===== config.mk =====
export PLATFORM = sky130hd
export DESIGN_NAME = msr_status
export DESIGN_NICKNAME = d
export VERILOG_FILES = /design/src/shared/msr_pkg.sv /design/src/msr_status.sv /design/src/msr_sync.sv
export VERILOG_INCLUDE_DIRS = /design/src /design/src/shared
export SDC_FILE = /design/constraint.sdc
export NUM_CORES = 1
export LEC_CHECK = 0
export ABC_AREA = 1
export BUFFER_PORTS_ARGS = -buffer_cell sky130_fd_sc_hd__buf_2
export CORE_UTILIZATION = 25
export DETAILED_ROUTE_END_ITERATION = 12
export HOLD_SLACK_MARGIN = 0.05
export MAX_ROUTING_LAYER = met4
export SLEW_MARGIN = 20
export SYNTH_ARGS = -nofsm -noshare
export SYNTH_HDL_FRONTEND = slang
export SYNTH_SLANG_ARGS = --single-unit

===== constraint.sdc =====
create_clock -name clk -period 1.3 [get_ports clk]
set_input_delay 0.065 -clock clk [delete_from_list [all_inputs] [get_ports clk]]
set_output_delay 0.065 -clock clk [all_outputs]
set_load 0.05 [all_outputs]

===== src/shared/msr_consts.svh =====
/*
 bit positions, reset values and timing counts for the modem status
 registers. assumes inclusion by bare name from shared/.
*/
`ifndef MSR_CONSTS_SVH
`define MSR_CONSTS_SVH

// ==========================================
// first register: modem interchange signals
`define MSR_SIG_CARRIER 0
`define MSR_SIG_STANDBY 1
`define MSR_SIG_CTS 2
`define MSR_SIG_MODEM_READY 3
`define MSR_SIG_HALF_DUPLEX 4
`define MSR_SIG_RTS 5
`define MSR_SIG_DTR 6
`define MSR_SIG_RING 7

// ==========================================
// second register: line unit maintenance state
`define MSR_MNT_MODE 0
`define MSR_MNT_CLOCK 1
`define MSR_MNT_TEST 2
`define MSR_MNT_RX_ACCEPT 3
`define MSR_MNT_TX_VALID 4
`define MSR_MNT_TX_BIT 5
`define MSR_MNT_QUALITY 6
`define MSR_MNT_RATE 7

// ==========================================
// reset values and timing
`define MSR_MODE_RESET 1'h1
`define MSR_SIG_RESET 8'h00
`define MSR_MNT_RESET 8'h01
`define MSR_CLK_PERIOD_NS 4
`define MSR_MAINT_CLK_HZ 24000
`define MSR_SYS_CLK_HZ 250000000
// half period of maintenance clock, rounded down
`define MSR_MAINT_HALF_CYC (`MSR_SYS_CLK_HZ / (2 * `MSR_MAINT_CLK_HZ))

`endif


===== src/shared/msr_pkg.sv =====
/*
 types for the modem status registers.
 assumes nothing beyond a systemverilog compiler.
*/
package msr_pkg;

   typedef enum logic [1:0] {
      MSR_TX_IDLE,
      MSR_TX_WAIT_CTS,
      MSR_TX_SEND,
      MSR_TX_DRAIN
   } msr_tx_state_type;

   typedef struct packed {
      msr_tx_state_type tx;
      logic [7:0] sig;
      logic [7:0] mnt;
      logic mode;
      logic maint_clk;
      logic [15:0] div;
      logic [7:0] byte4;
      logic [7:0] byte5;
      logic resp_valid;
   } msr_state_type;

   typedef struct packed {
      logic [1:0] s0;
      logic [1:0] s1;
   } msr_sync_state_type;

endpackage


===== src/msr_status.sv =====
/*
 modem status registers: captures modem interchange levels and line unit
 maintenance state, keeps the transmit handshake with the modem, and
 answers a read-modem-control request with both registers in host bytes
 four and five.
 assumes a single 250 MHz clock, asynchronous active-low reset, modem
 levels arriving asynchronously, and line unit levels from the same clock.
*/
// Behaviour
// - bit 0 first register: carrier detect
// - bit 1: standby indicator level
// - bit 2: clear to send level
// - bit 3: modem ready, fall flags fault
// - bit 4: half-duplex one, full-duplex zero
// - bit 5: request to send output level
// - raise request to send, await cts, send
// - bit 6: data terminal ready output level
// - bit 7: ring indicator, independent of dtr
// - bit 0 second register: mode, resets one
// - bit 1: maintenance clock state, 24 kHz
// - bit 2: modem test mode indicator
// - bit 3: receive silo can accept
// - bit 4: transmit silo output valid
// - bit 5: current serial transmit bit
// - bit 6: signal quality indicator
// - bit 7: signal rate indicator
// - read command returns bytes four, five
`timescale 1ns/1ns
`include "msr_consts.svh"
module msr_status
   import msr_pkg::*;
#(
   parameter int MAINT_HALF_CYC = `MSR_MAINT_HALF_CYC
)
(
   input wire logic clk,
   input wire logic rst_n,
   // modem interchange inputs, asynchronous
   input wire logic carrier_detect,
   input wire logic standby_ind,
   input wire logic clear_to_send,
   input wire logic modem_ready,
   input wire logic ring_ind,
   input wire logic test_mode_ind,
   input wire logic signal_quality,
   input wire logic signal_rate,
   // line unit state, same clock
   input wire logic half_duplex,
   input wire logic dtr_request,
   input wire logic mode_write,
   input wire logic mode_char,
   input wire logic rx_silo_can_accept,
   input wire logic tx_silo_output_valid,
   input wire logic tx_serial_bit,
   // transmit handshake with the line unit
   input wire logic tx_request,
   input wire logic tx_done,
   output logic tx_enable,
   // modem interchange outputs
   output logic request_to_send,
   output logic data_terminal_ready,
   output logic modem_fault,
   // read modem control command
   input wire logic read_modem_ctrl,
   output logic resp_valid,
   output logic [7:0] host_byte_four,
   output logic [7:0] host_byte_five,
   output logic [7:0] modem_signal_status,
   output logic [7:0] line_unit_maint_status
);

   // ==========================================
   // elaboration check
   initial
   begin
      if (MAINT_HALF_CYC < 1 || MAINT_HALF_CYC > 65535)
      begin
         $error("maintenance clock half period out of range");
      end
   end

   localparam logic [15:0] HALF_LAST = 16'(MAINT_HALF_CYC - 1);

   // ==========================================
   // synchronise modem inputs
   logic [7:0] modem_raw;
   logic [7:0] modem_s;

   assign modem_raw = {signal_rate, signal_quality, test_mode_ind,
                       ring_ind, modem_ready, clear_to_send,
                       standby_ind, carrier_detect};

   msr_sync #(.WIDTH(8)) u_sync (
      .clk(clk),
      .rst_n(rst_n),
      .async_in(modem_raw),
      .sync_out(modem_s)
   );

   logic carrier_s;
   logic standby_s;
   logic cts_s;
   logic ready_s;
   logic ring_s;
   logic test_s;
   logic quality_s;
   logic rate_s;

   assign carrier_s = modem_s[0];
   assign standby_s = modem_s[1];
   assign cts_s = modem_s[2];
   assign ready_s = modem_s[3];
   assign ring_s = modem_s[4];
   assign test_s = modem_s[5];
   assign quality_s = modem_s[6];
   assign rate_s = modem_s[7];

   // ==========================================
   // state
   msr_state_type s_q;
   msr_state_type s_d;
   logic ready_prev_q;
   logic fault_q;

   logic rts;

   function automatic logic rts_of(input msr_tx_state_type st);
      rts_of = (st == MSR_TX_WAIT_CTS) || (st == MSR_TX_SEND);
   endfunction

   assign rts = rts_of(s_q.tx);

   always_comb
   begin
      s_d = s_q;
      s_d.resp_valid = 1'b0;

      // maintenance clock divider
      if (s_q.div == HALF_LAST)
      begin
         s_d.div = 16'h0000;
         s_d.maint_clk = ~s_q.maint_clk;
      end
      else
      begin
         s_d.div = s_q.div + 16'h0001;
      end

      // protocol mode
      if (mode_write)
      begin
         s_d.mode = mode_char;
      end

      // transmit handshake
      unique case (s_q.tx)
         MSR_TX_IDLE:
         begin
            if (tx_request && dtr_request && !(half_duplex && carrier_s))
            begin
               s_d.tx = MSR_TX_WAIT_CTS;
            end
         end
         MSR_TX_WAIT_CTS:
         begin
            if (!tx_request || !dtr_request)
            begin
               s_d.tx = MSR_TX_DRAIN;
            end
            else if (cts_s)
            begin
               s_d.tx = MSR_TX_SEND;
            end
         end
         MSR_TX_SEND:
         begin
            if (tx_done || !dtr_request || !cts_s)
            begin
               s_d.tx = MSR_TX_DRAIN;
            end
         end
         MSR_TX_DRAIN:
         begin
            if (!cts_s)
            begin
               s_d.tx = MSR_TX_IDLE;
            end
         end
      endcase

      // status registers
      s_d.sig[`MSR_SIG_CARRIER] = carrier_s;
      s_d.sig[`MSR_SIG_STANDBY] = standby_s;
      s_d.sig[`MSR_SIG_CTS] = cts_s;
      s_d.sig[`MSR_SIG_MODEM_READY] = ready_s;
      s_d.sig[`MSR_SIG_HALF_DUPLEX] = half_duplex;
      s_d.sig[`MSR_SIG_RTS] = rts;
      s_d.sig[`MSR_SIG_DTR] = dtr_request;
      s_d.sig[`MSR_SIG_RING] = ring_s;

      s_d.mnt[`MSR_MNT_MODE] = s_q.mode;
      s_d.mnt[`MSR_MNT_CLOCK] = s_q.maint_clk;
      s_d.mnt[`MSR_MNT_TEST] = test_s;
      s_d.mnt[`MSR_MNT_RX_ACCEPT] = rx_silo_can_accept;
      s_d.mnt[`MSR_MNT_TX_VALID] = tx_silo_output_valid;
      s_d.mnt[`MSR_MNT_TX_BIT] = tx_serial_bit;
      s_d.mnt[`MSR_MNT_QUALITY] = quality_s;
      s_d.mnt[`MSR_MNT_RATE] = rate_s;

      // information response
      if (read_modem_ctrl)
      begin
         s_d.byte4 = s_q.sig;
         s_d.byte5 = s_q.mnt;
         s_d.resp_valid = 1'b1;
      end
   end

   always_ff @(posedge clk or negedge rst_n)
   begin
      if (!rst_n)
      begin
         s_q.tx <= MSR_TX_IDLE;
         s_q.sig <= `MSR_SIG_RESET;
         s_q.mnt <= `MSR_MNT_RESET;
         s_q.mode <= `MSR_MODE_RESET;
         s_q.maint_clk <= 1'b0;
         s_q.div <= 16'h0000;
         s_q.byte4 <= 8'h00;
         s_q.byte5 <= 8'h00;
         s_q.resp_valid <= 1'b0;
      end
      else
      begin
         s_q <= s_d;
      end
   end

   // ==========================================
   // modem ready fall detect, sticky until ready returns
   always_ff @(posedge clk or negedge rst_n)
   begin
      if (!rst_n)
      begin
         ready_prev_q <= 1'b0;
         fault_q <= 1'b0;
      end
      else
      begin
         ready_prev_q <= ready_s;
         if (ready_prev_q && !ready_s)
         begin
            fault_q <= 1'b1;
         end
         else if (ready_s)
         begin
            fault_q <= 1'b0;
         end
      end
   end

   // ==========================================
   // outputs
   assign tx_enable = (s_q.tx == MSR_TX_SEND) && cts_s;
   assign request_to_send = rts;
   assign data_terminal_ready = dtr_request;
   assign modem_fault = fault_q;
   assign resp_valid = s_q.resp_valid;
   assign host_byte_four = s_q.byte4;
   assign host_byte_five = s_q.byte5;
   assign modem_signal_status = s_q.sig;
   assign line_unit_maint_status = s_q.mnt;

endmodule


===== src/msr_sync.sv =====
/*
 two flip-flop synchroniser for a group of level inputs.
 assumes inputs are asynchronous levels; rst_n asynchronous low.
*/
`timescale 1ns/1ns
module msr_sync
   import msr_pkg::*;
#(
   parameter int WIDTH = 8
)
(
   input wire logic clk,
   input wire logic rst_n,
   input wire logic [WIDTH-1:0] async_in,
   output logic [WIDTH-1:0] sync_out
);

   // ==========================================
   // check
   initial
   begin
      if (WIDTH < 1)
      begin
         $error("msr_sync width must be at least one");
      end
   end

   // ==========================================
   // two stages, first read only by second
   logic [WIDTH-1:0] meta_q;
   logic [WIDTH-1:0] sync_q;

   always_ff @(posedge clk or negedge rst_n)
   begin
      if (!rst_n)
      begin
         meta_q <= '0;
         sync_q <= '0;
      end
      else
      begin
         meta_q <= async_in;
         sync_q <= meta_q;
      end
   end

   assign sync_out = sync_q;

endmodule


==> qor.txt, run 1 <==
status: finished with violations
violated checks: negative setup slack
# port buffers: 56
hpwl dp: 3424 um
P_int: 4.280 mW
measured slew at the worst slew-check pin: 0.4131 ns
crit path cell chain: buf_6, ha_4, nand2_4, inv_2, buf_8
Die ar.: 12,260 um2
Final Slew Violations: 0
final clock skew: 0.003973 ns
Starting Density: 25.77%
Logic pwr share: 26.3%
Mapped Cells: 279
Worst setup SP type: register
DRT antenna net count: 0
initial DRC count: 91
nets@finish: 363
Clock Power Share: 35.0%
Critical Path RT: 1.24 ns
H-tree depth: 3
Post-Route WL: 5227 um
max-cap viol count: 0
Final Util: 33.39%
Die Wd: 110.7 um
CP peak stage delay: 0.41 ns
slew margin rel.: 72.46%
Syn Area/Cell: 10.59 um2
clk root buf: clkbuf_16
pwr dens: 1644 nW/um2
most frequent cells in the layout: 67 x dfrtp_1, 54 x buf_2, 39 x nand2_1, 30 x nor2_1, 26 x inv_1
via count: 1,934
Flop pwr share: 38.8%
Area Overhead vs Synth: 29.55%
share of post-route cells with drive strength above 1: 39.77%
Final Critical Period: 1.336 ns
Worst path slowest cell: dfrtp_1
RePlAce Congestion: 0.8496
Placed Instances: 444
switching part of the total: 32.00%
Distinct cells, synth: 18
CTS buffer count: 9
Vias/cell: 3.988
total grt overflow: 0
I/O Pins: 57
clock-pin slew on the worst setup and hold paths: 0.06 ns
Critical path buffers and inverters: 3
fin crit share: 102.8%
pin count of the biggest net entering global routing: 71
synthesis-stage register bit count: 70
site row count: 39
Hold Path Class: in2reg
diode count: 0
most common cell after layout, fill and taps aside: dfrtp_1
RSZ-0062 raised after global routing: yes
Total GRT Usage: 9.567%
TritonCTS clock tree: done
Synthesis Warnings: 0
CP Class: reg2out
maximum root-to-sink buffer count: 2
Worst EP arrival: 1.27 ns
Finished Layout Cells: 485
Pleak: 1.863 nW
Final Hold Fails: 0
Final WS setup: -0.03577 ns
Psw: 2.014 mW
Syn Nets: 305
first-pass GRT wire length: 9025 um
Pre-antenna DRT Iters: 4
register area share after synthesis: 59.36%
final setup violation count: 4
routed length per instance: 10.78 um
Syn Std Cell Area: 2955 um2
Die Ht: 110.7 um
Post-route DRC: 0
vias in the first global route: 2,004
total power: 6.294 mW
initial antenna violation count: 0
Fmax achieved: 0.7486 GHz
critical path fanouts, max: 2
maximum vdd drop: 1.118 mV
Core Footprint: 11,470 um2
worst skew pair latency: 0.33 ns
CP top delay family: flip-flops
CTS sink cnt: 70
CP Capture Type: output port
==> kinds of logic (layout without fill, tap and decap cells) <==
kind of cell    after synthesis  count (layout)  share of synthesized area, %
mux                          17              17                         6.477
fa+ha+maj                     6               6                         2.540
xor+xnor                      6               6                         1.778
flops                        70              70                         59.36
compound gates                2               2                        0.3387
buf+inv                      67             130                         12.87
simple gates                111             111                         16.64
==> worst register-to-register path: cells and delay by family, from the launching register on <==
kind | cells | cell delay (ns)
fa+ha+maj | 1 | 0.15
buf+inv | 3 | 0.29
flops | 1 | 0.41
simple gates | 5 | 0.38
==> stage by stage <==
stage | instance area [um2] | setup slack, ns | hold WS [ns] | TNS (ns)
2_1_floorplan | 2958 | 0.09571 | -0.2306 | 0
3_3_place_gp | 3177 | 0.03517 | 0.1177 | 0
3_5_place_dp | 3177 | -0.04832 | 0.1235 | -0.1650
4_1_cts | 3729 | -0.03703 | 0.08430 | -0.08389
5_1_grt | 3829 | -0.09441 | 0.09322 | -0.3101
6_report | 3829 | -0.03577 | 0.08340 | -0.08516
==> flip-flops by register name (all words and copies together) (netlist names) <==
register / count
host_byte_five: 8
s_q: 18
modem_signal_status: 8
line_unit_maint_status: 8
u_sync.sync_out: 8
u_sync.meta_q: 8
resp_valid: 1
host_byte_four: 8
s_d: 2
modem_fault: 1
==> per-layer routing <==
metal	vias to the layer above	share of wire, %	global-route usage [%]
met5	-	0	-
met4	0	1.6	4.444
met3	6	4.9	3.882
met2	44	49	14.70
met1	933	44	10.89
li1	951	-	-
==> final cells by class <==
type	count	area (um2)
timing repair buffer	82	555.5
clock inverter	7	50.05
clock buffer	9	225.2
tap	143	178.9
inverter	32	120.1
sequential	70	1755
fill	1125	7639
multi-input combinational	142	943.4
==> synth_stat cells (all sizes together) <==
master | instances | area share (%)
xor2 | 6 | 1.8
a21oi | 2 | 0.34
mux2 | 17 | 6.5
nand3b | 2 | 0.51
nand2 | 50 | 6.7
inv | 32 | 4.1
nor3 | 1 | 0.17
ha | 6 | 2.5
nand4 | 5 | 1.1
nand3 | 13 | 2.2
dfrtp | 68 | 58
nor2 | 40 | 6.0
dfstp | 2 | 1.8
buf | 35 | 8.8
==> power groups by stage <==
stage                     Combinational (mW)  Clock (mW)  Sequential [mW]
after CTS                               1.56        2.27             2.44
after floorplan                         1.04           0             2.48
after global routing                    1.77        2.39             2.46
after detailed placement                1.18           0             2.50
final                                   1.65        2.20             2.44
after global placement                  1.16           0             2.48
==> worst paths after layout <==
| check | to | cells after the start | slack (ns) | start |
|---|---|---|---|---|
| worst max-delay path | tx_enable | 5 | -0.04 | s_q[52] |
| worst min-delay path | resp_valid | 1 | 0.08 | read_modem_ctrl |
| worst max register to register | s_q[51] | 9 | -0.03 | s_q[52] |
| worst min register to register | modem_signal_status[7] | 0 | 0.35 | u_sync.sync_out[4] |
| max in group asynchronous | line_unit_maint_status[0] | 3 | 0.70 | rst_n |
| min in group asynchronous | host_byte_four[3] | 3 | 0.29 | rst_n |
==> repair_timing <==
item	CTS	global route
pin swaps	4	8
setup buffers	7	2
resized for setup	16	25
hold buffers	16	0
endpoints found under the setup margin	7	14
endpoints found under the hold margin	82	0
No activity file was read; power rests on OpenSTA's default activity.
==> run 2, diff against run 1 <==
Settings changed: CORE_UTILIZATION 25 to 31.
==> qor.txt, run 2 (synthesized netlist as in run 1, its figures left out) <==
pwr dens: 1493 nW/um2 (was 1644 nW/um2)
Final WS setup: -0.05575 ns (was -0.03577 ns)
CTS buffer count: 9 (unchanged)
Finished Layout Cells: 474 (was 485)
R2R depth: 8 (was 9)
Total GRT Usage: 11.20% (was 9.567%)
most frequent cells in the layout: 68 x dfrtp_1, 54 x buf_2, 41 x nand2_1, 30 x nor2_1, 25 x inv_1 (was 67 x dfrtp_1, 54 x buf_2, 39 x nand2_1, 30 x nor2_1, 26 x inv_1)
via count: 1,947 (was 1,934)
Worst setup SP type: register (unchanged)
Top Metal Used: met4 (unchanged)
Final Hold Fails: 0 (unchanged)
fin crit share: 104.3% (was 102.8%)
max-cap viol count: 0 (unchanged)
max reg flops: 18 (unchanged)
CP Class: reg2out (unchanged)
Area Overhead vs Synth: 25.87% (was 29.55%)
hold path cells: 1 (unchanged)
Detail Route met2 WL: 2503 um (was 2570 um)
CTS sink cnt: 70 (unchanged)
measured slew at the worst slew-check pin: 0.3819 ns (was 0.4131 ns)
nets@finish: 366 (was 363)
Post-Route WL: 5012 um (was 5227 um)
final clock skew: 0.006533 ns (was 0.003973 ns)
CP top delay family: flip-flops (unchanged)
crit path cell chain: buf_6, inv_4, ha_4, buf_8 (was buf_6, ha_4, nand2_4, inv_2, buf_8)
Pre-antenna DRT Iters: 4 (unchanged)
slew margin rel.: 74.54% (was 72.46%)
site row count: 35 (was 39)
Final Critical Period: 1.356 ns (was 1.336 ns)
# port buffers: 56 (unchanged)
clk root buf: clkbuf_8 (was clkbuf_16)
total power: 5.553 mW (was 6.294 mW)
routed length per instance: 10.57 um (was 10.78 um)
Worst EP arrival: 1.29 ns (was 1.27 ns)
violated checks: negative setup slack (unchanged)
H-tree depth: 3 (unchanged)
diode count: 0 (unchanged)
Critical Path RT: 1.24 ns (about the same)
final setup violation count: 4 (unchanged)
RePlAce Congestion: 0.8389 (was 0.8496)
Vias/cell: 4.108 (was 3.988)
initial DRC count: 116 (was 91)
first-pass GRT wire length: 8231 um (was 9025 um)
Final Slew Violations: 0 (unchanged)
share of post-route cells with drive strength above 1: 39.13% (was 39.77%)
Met3 Routed Length: 239 um (was 255 um)
DRT antenna net count: 0 (unchanged)
FF-to-FF Start: s_q[51] (was s_q[52])
R2R Setup Slk: -0.03 ns (about the same)
RSZ-0062 raised after global routing: yes (unchanged)
TritonCTS clock tree: done (unchanged)
reg2reg end: s_q[52] (was s_q[51])
vias in the first global route: 1,806 (was 2,004)
total grt overflow: 0 (unchanged)
Die Ht: 99.64 um (was 110.7 um)
maximum vdd drop: 0.5695 mV (was 1.118 mV)
Core Footprint: 9240 um2 (was 11,470 um2)
most flop-heavy register: s_q (unchanged)
CP Capture Type: output port (unchanged)
Starting Density: 31.98% (was 25.77%)
critical path fanouts, max: 3 (was 2)
CP peak stage delay: 0.40 ns (was 0.41 ns)
pin count of the biggest net entering global routing: 71 (unchanged)
Hold EP: resp_valid (unchanged)
hpwl dp: 3286 um (was 3424 um)
most common cell after layout, fill and taps aside: dfrtp_1 (unchanged)
Critical path buffers and inverters: 3 (unchanged)
WHS: 0.05946 ns (was 0.08340 ns)
met1 WL: 2200 um (was 2317 um)
Die ar.: 9928 um2 (was 12,260 um2)
Worst path slowest cell: dfrtp_1 (unchanged)
Post-route DRC: 0 (unchanged)
clock-pin slew on the worst setup and hold paths: 0.07 ns (was 0.06 ns)
Hold Path Class: in2reg (unchanged)
status: finished with violations (unchanged)
initial antenna violation count: 0 (unchanged)
pre-CTS WS: 0.009876 ns (was -0.04832 ns)
I/O Pins: 57 (unchanged)
Placed Instances: 430 (was 444)
worst skew pair latency: 0.33 ns (about the same)
Fmax achieved: 0.7376 GHz (was 0.7486 GHz)
Hold Path Origin: read_modem_ctrl (unchanged)
Die Wd: 99.64 um (was 110.7 um)
maximum root-to-sink buffer count: 2 (unchanged)
Pleak: 1.831 nW (was 1.863 nW)
-- run 2: how the worst max path moves through the flow --
stage	from	end	slack (ns)	depth (start not counted)
floorplan	s_q[51]	s_q[52]	0.1	4
finish	s_q[52]	request_to_send	-0.06	4
global placement	s_q[17]	s_q[17]	0.03	8
global route	s_q[52]	s_q[51]	-0.12	8
CTS	s_q[52]	s_q[51]	-0.04	9
detailed placement	s_q[17]	s_q[17]	0.01	8
-- run 2: stage by stage --
step / utilization (%) / setup TNS [ns] / instance area (um2)
after global routing: 40.26 / -0.6007 / 3720
final: 40.26 / -0.1428 / 3720
after CTS: 38.66 / -0.1195 / 3572
after global placement: 34.19 / 0 / 3159
after detailed placement: 34.19 / 0 / 3159
after floorplan: - / 0 / 2958
-- run 2: layer usage --
layer,track usage (%),vias to the layer above
met5,-,-
met4,3.733,0
met3,4.568,7
met2,18.06,49
met1,12.63,941
li1,-,950
-- run 2: layout make-up --
cell class / instances / area [um2]
flip-flops and latches: 70 / 1754
clock inverters: 6 / 38.79
inverters: 32 / 125.1
multi-input cells: 142 / 930.9
repair buffers: 85 / 581.8
well taps: 129 / 161.4
fillers: 877 / 5520
clock buffers: 10 / 127.6
-- run 2: power breakdown --
part / switching, mW / internal, mW
clock network: 0.783 / 0.685
logic: 1.01 / 0.635
registers: 0.0861 / 2.35
total: 1.88 / 3.67
-- run 2: repair_timing --
action | in CTS | in global routing
endpoints found under the hold margin | 84 | 0
buffers inserted | 5 | 7
resized for setup | 14 | 27
hold buffers | 16 | 0
setup endpoints to repair | 3 | 16
pin swaps | 0 | 13
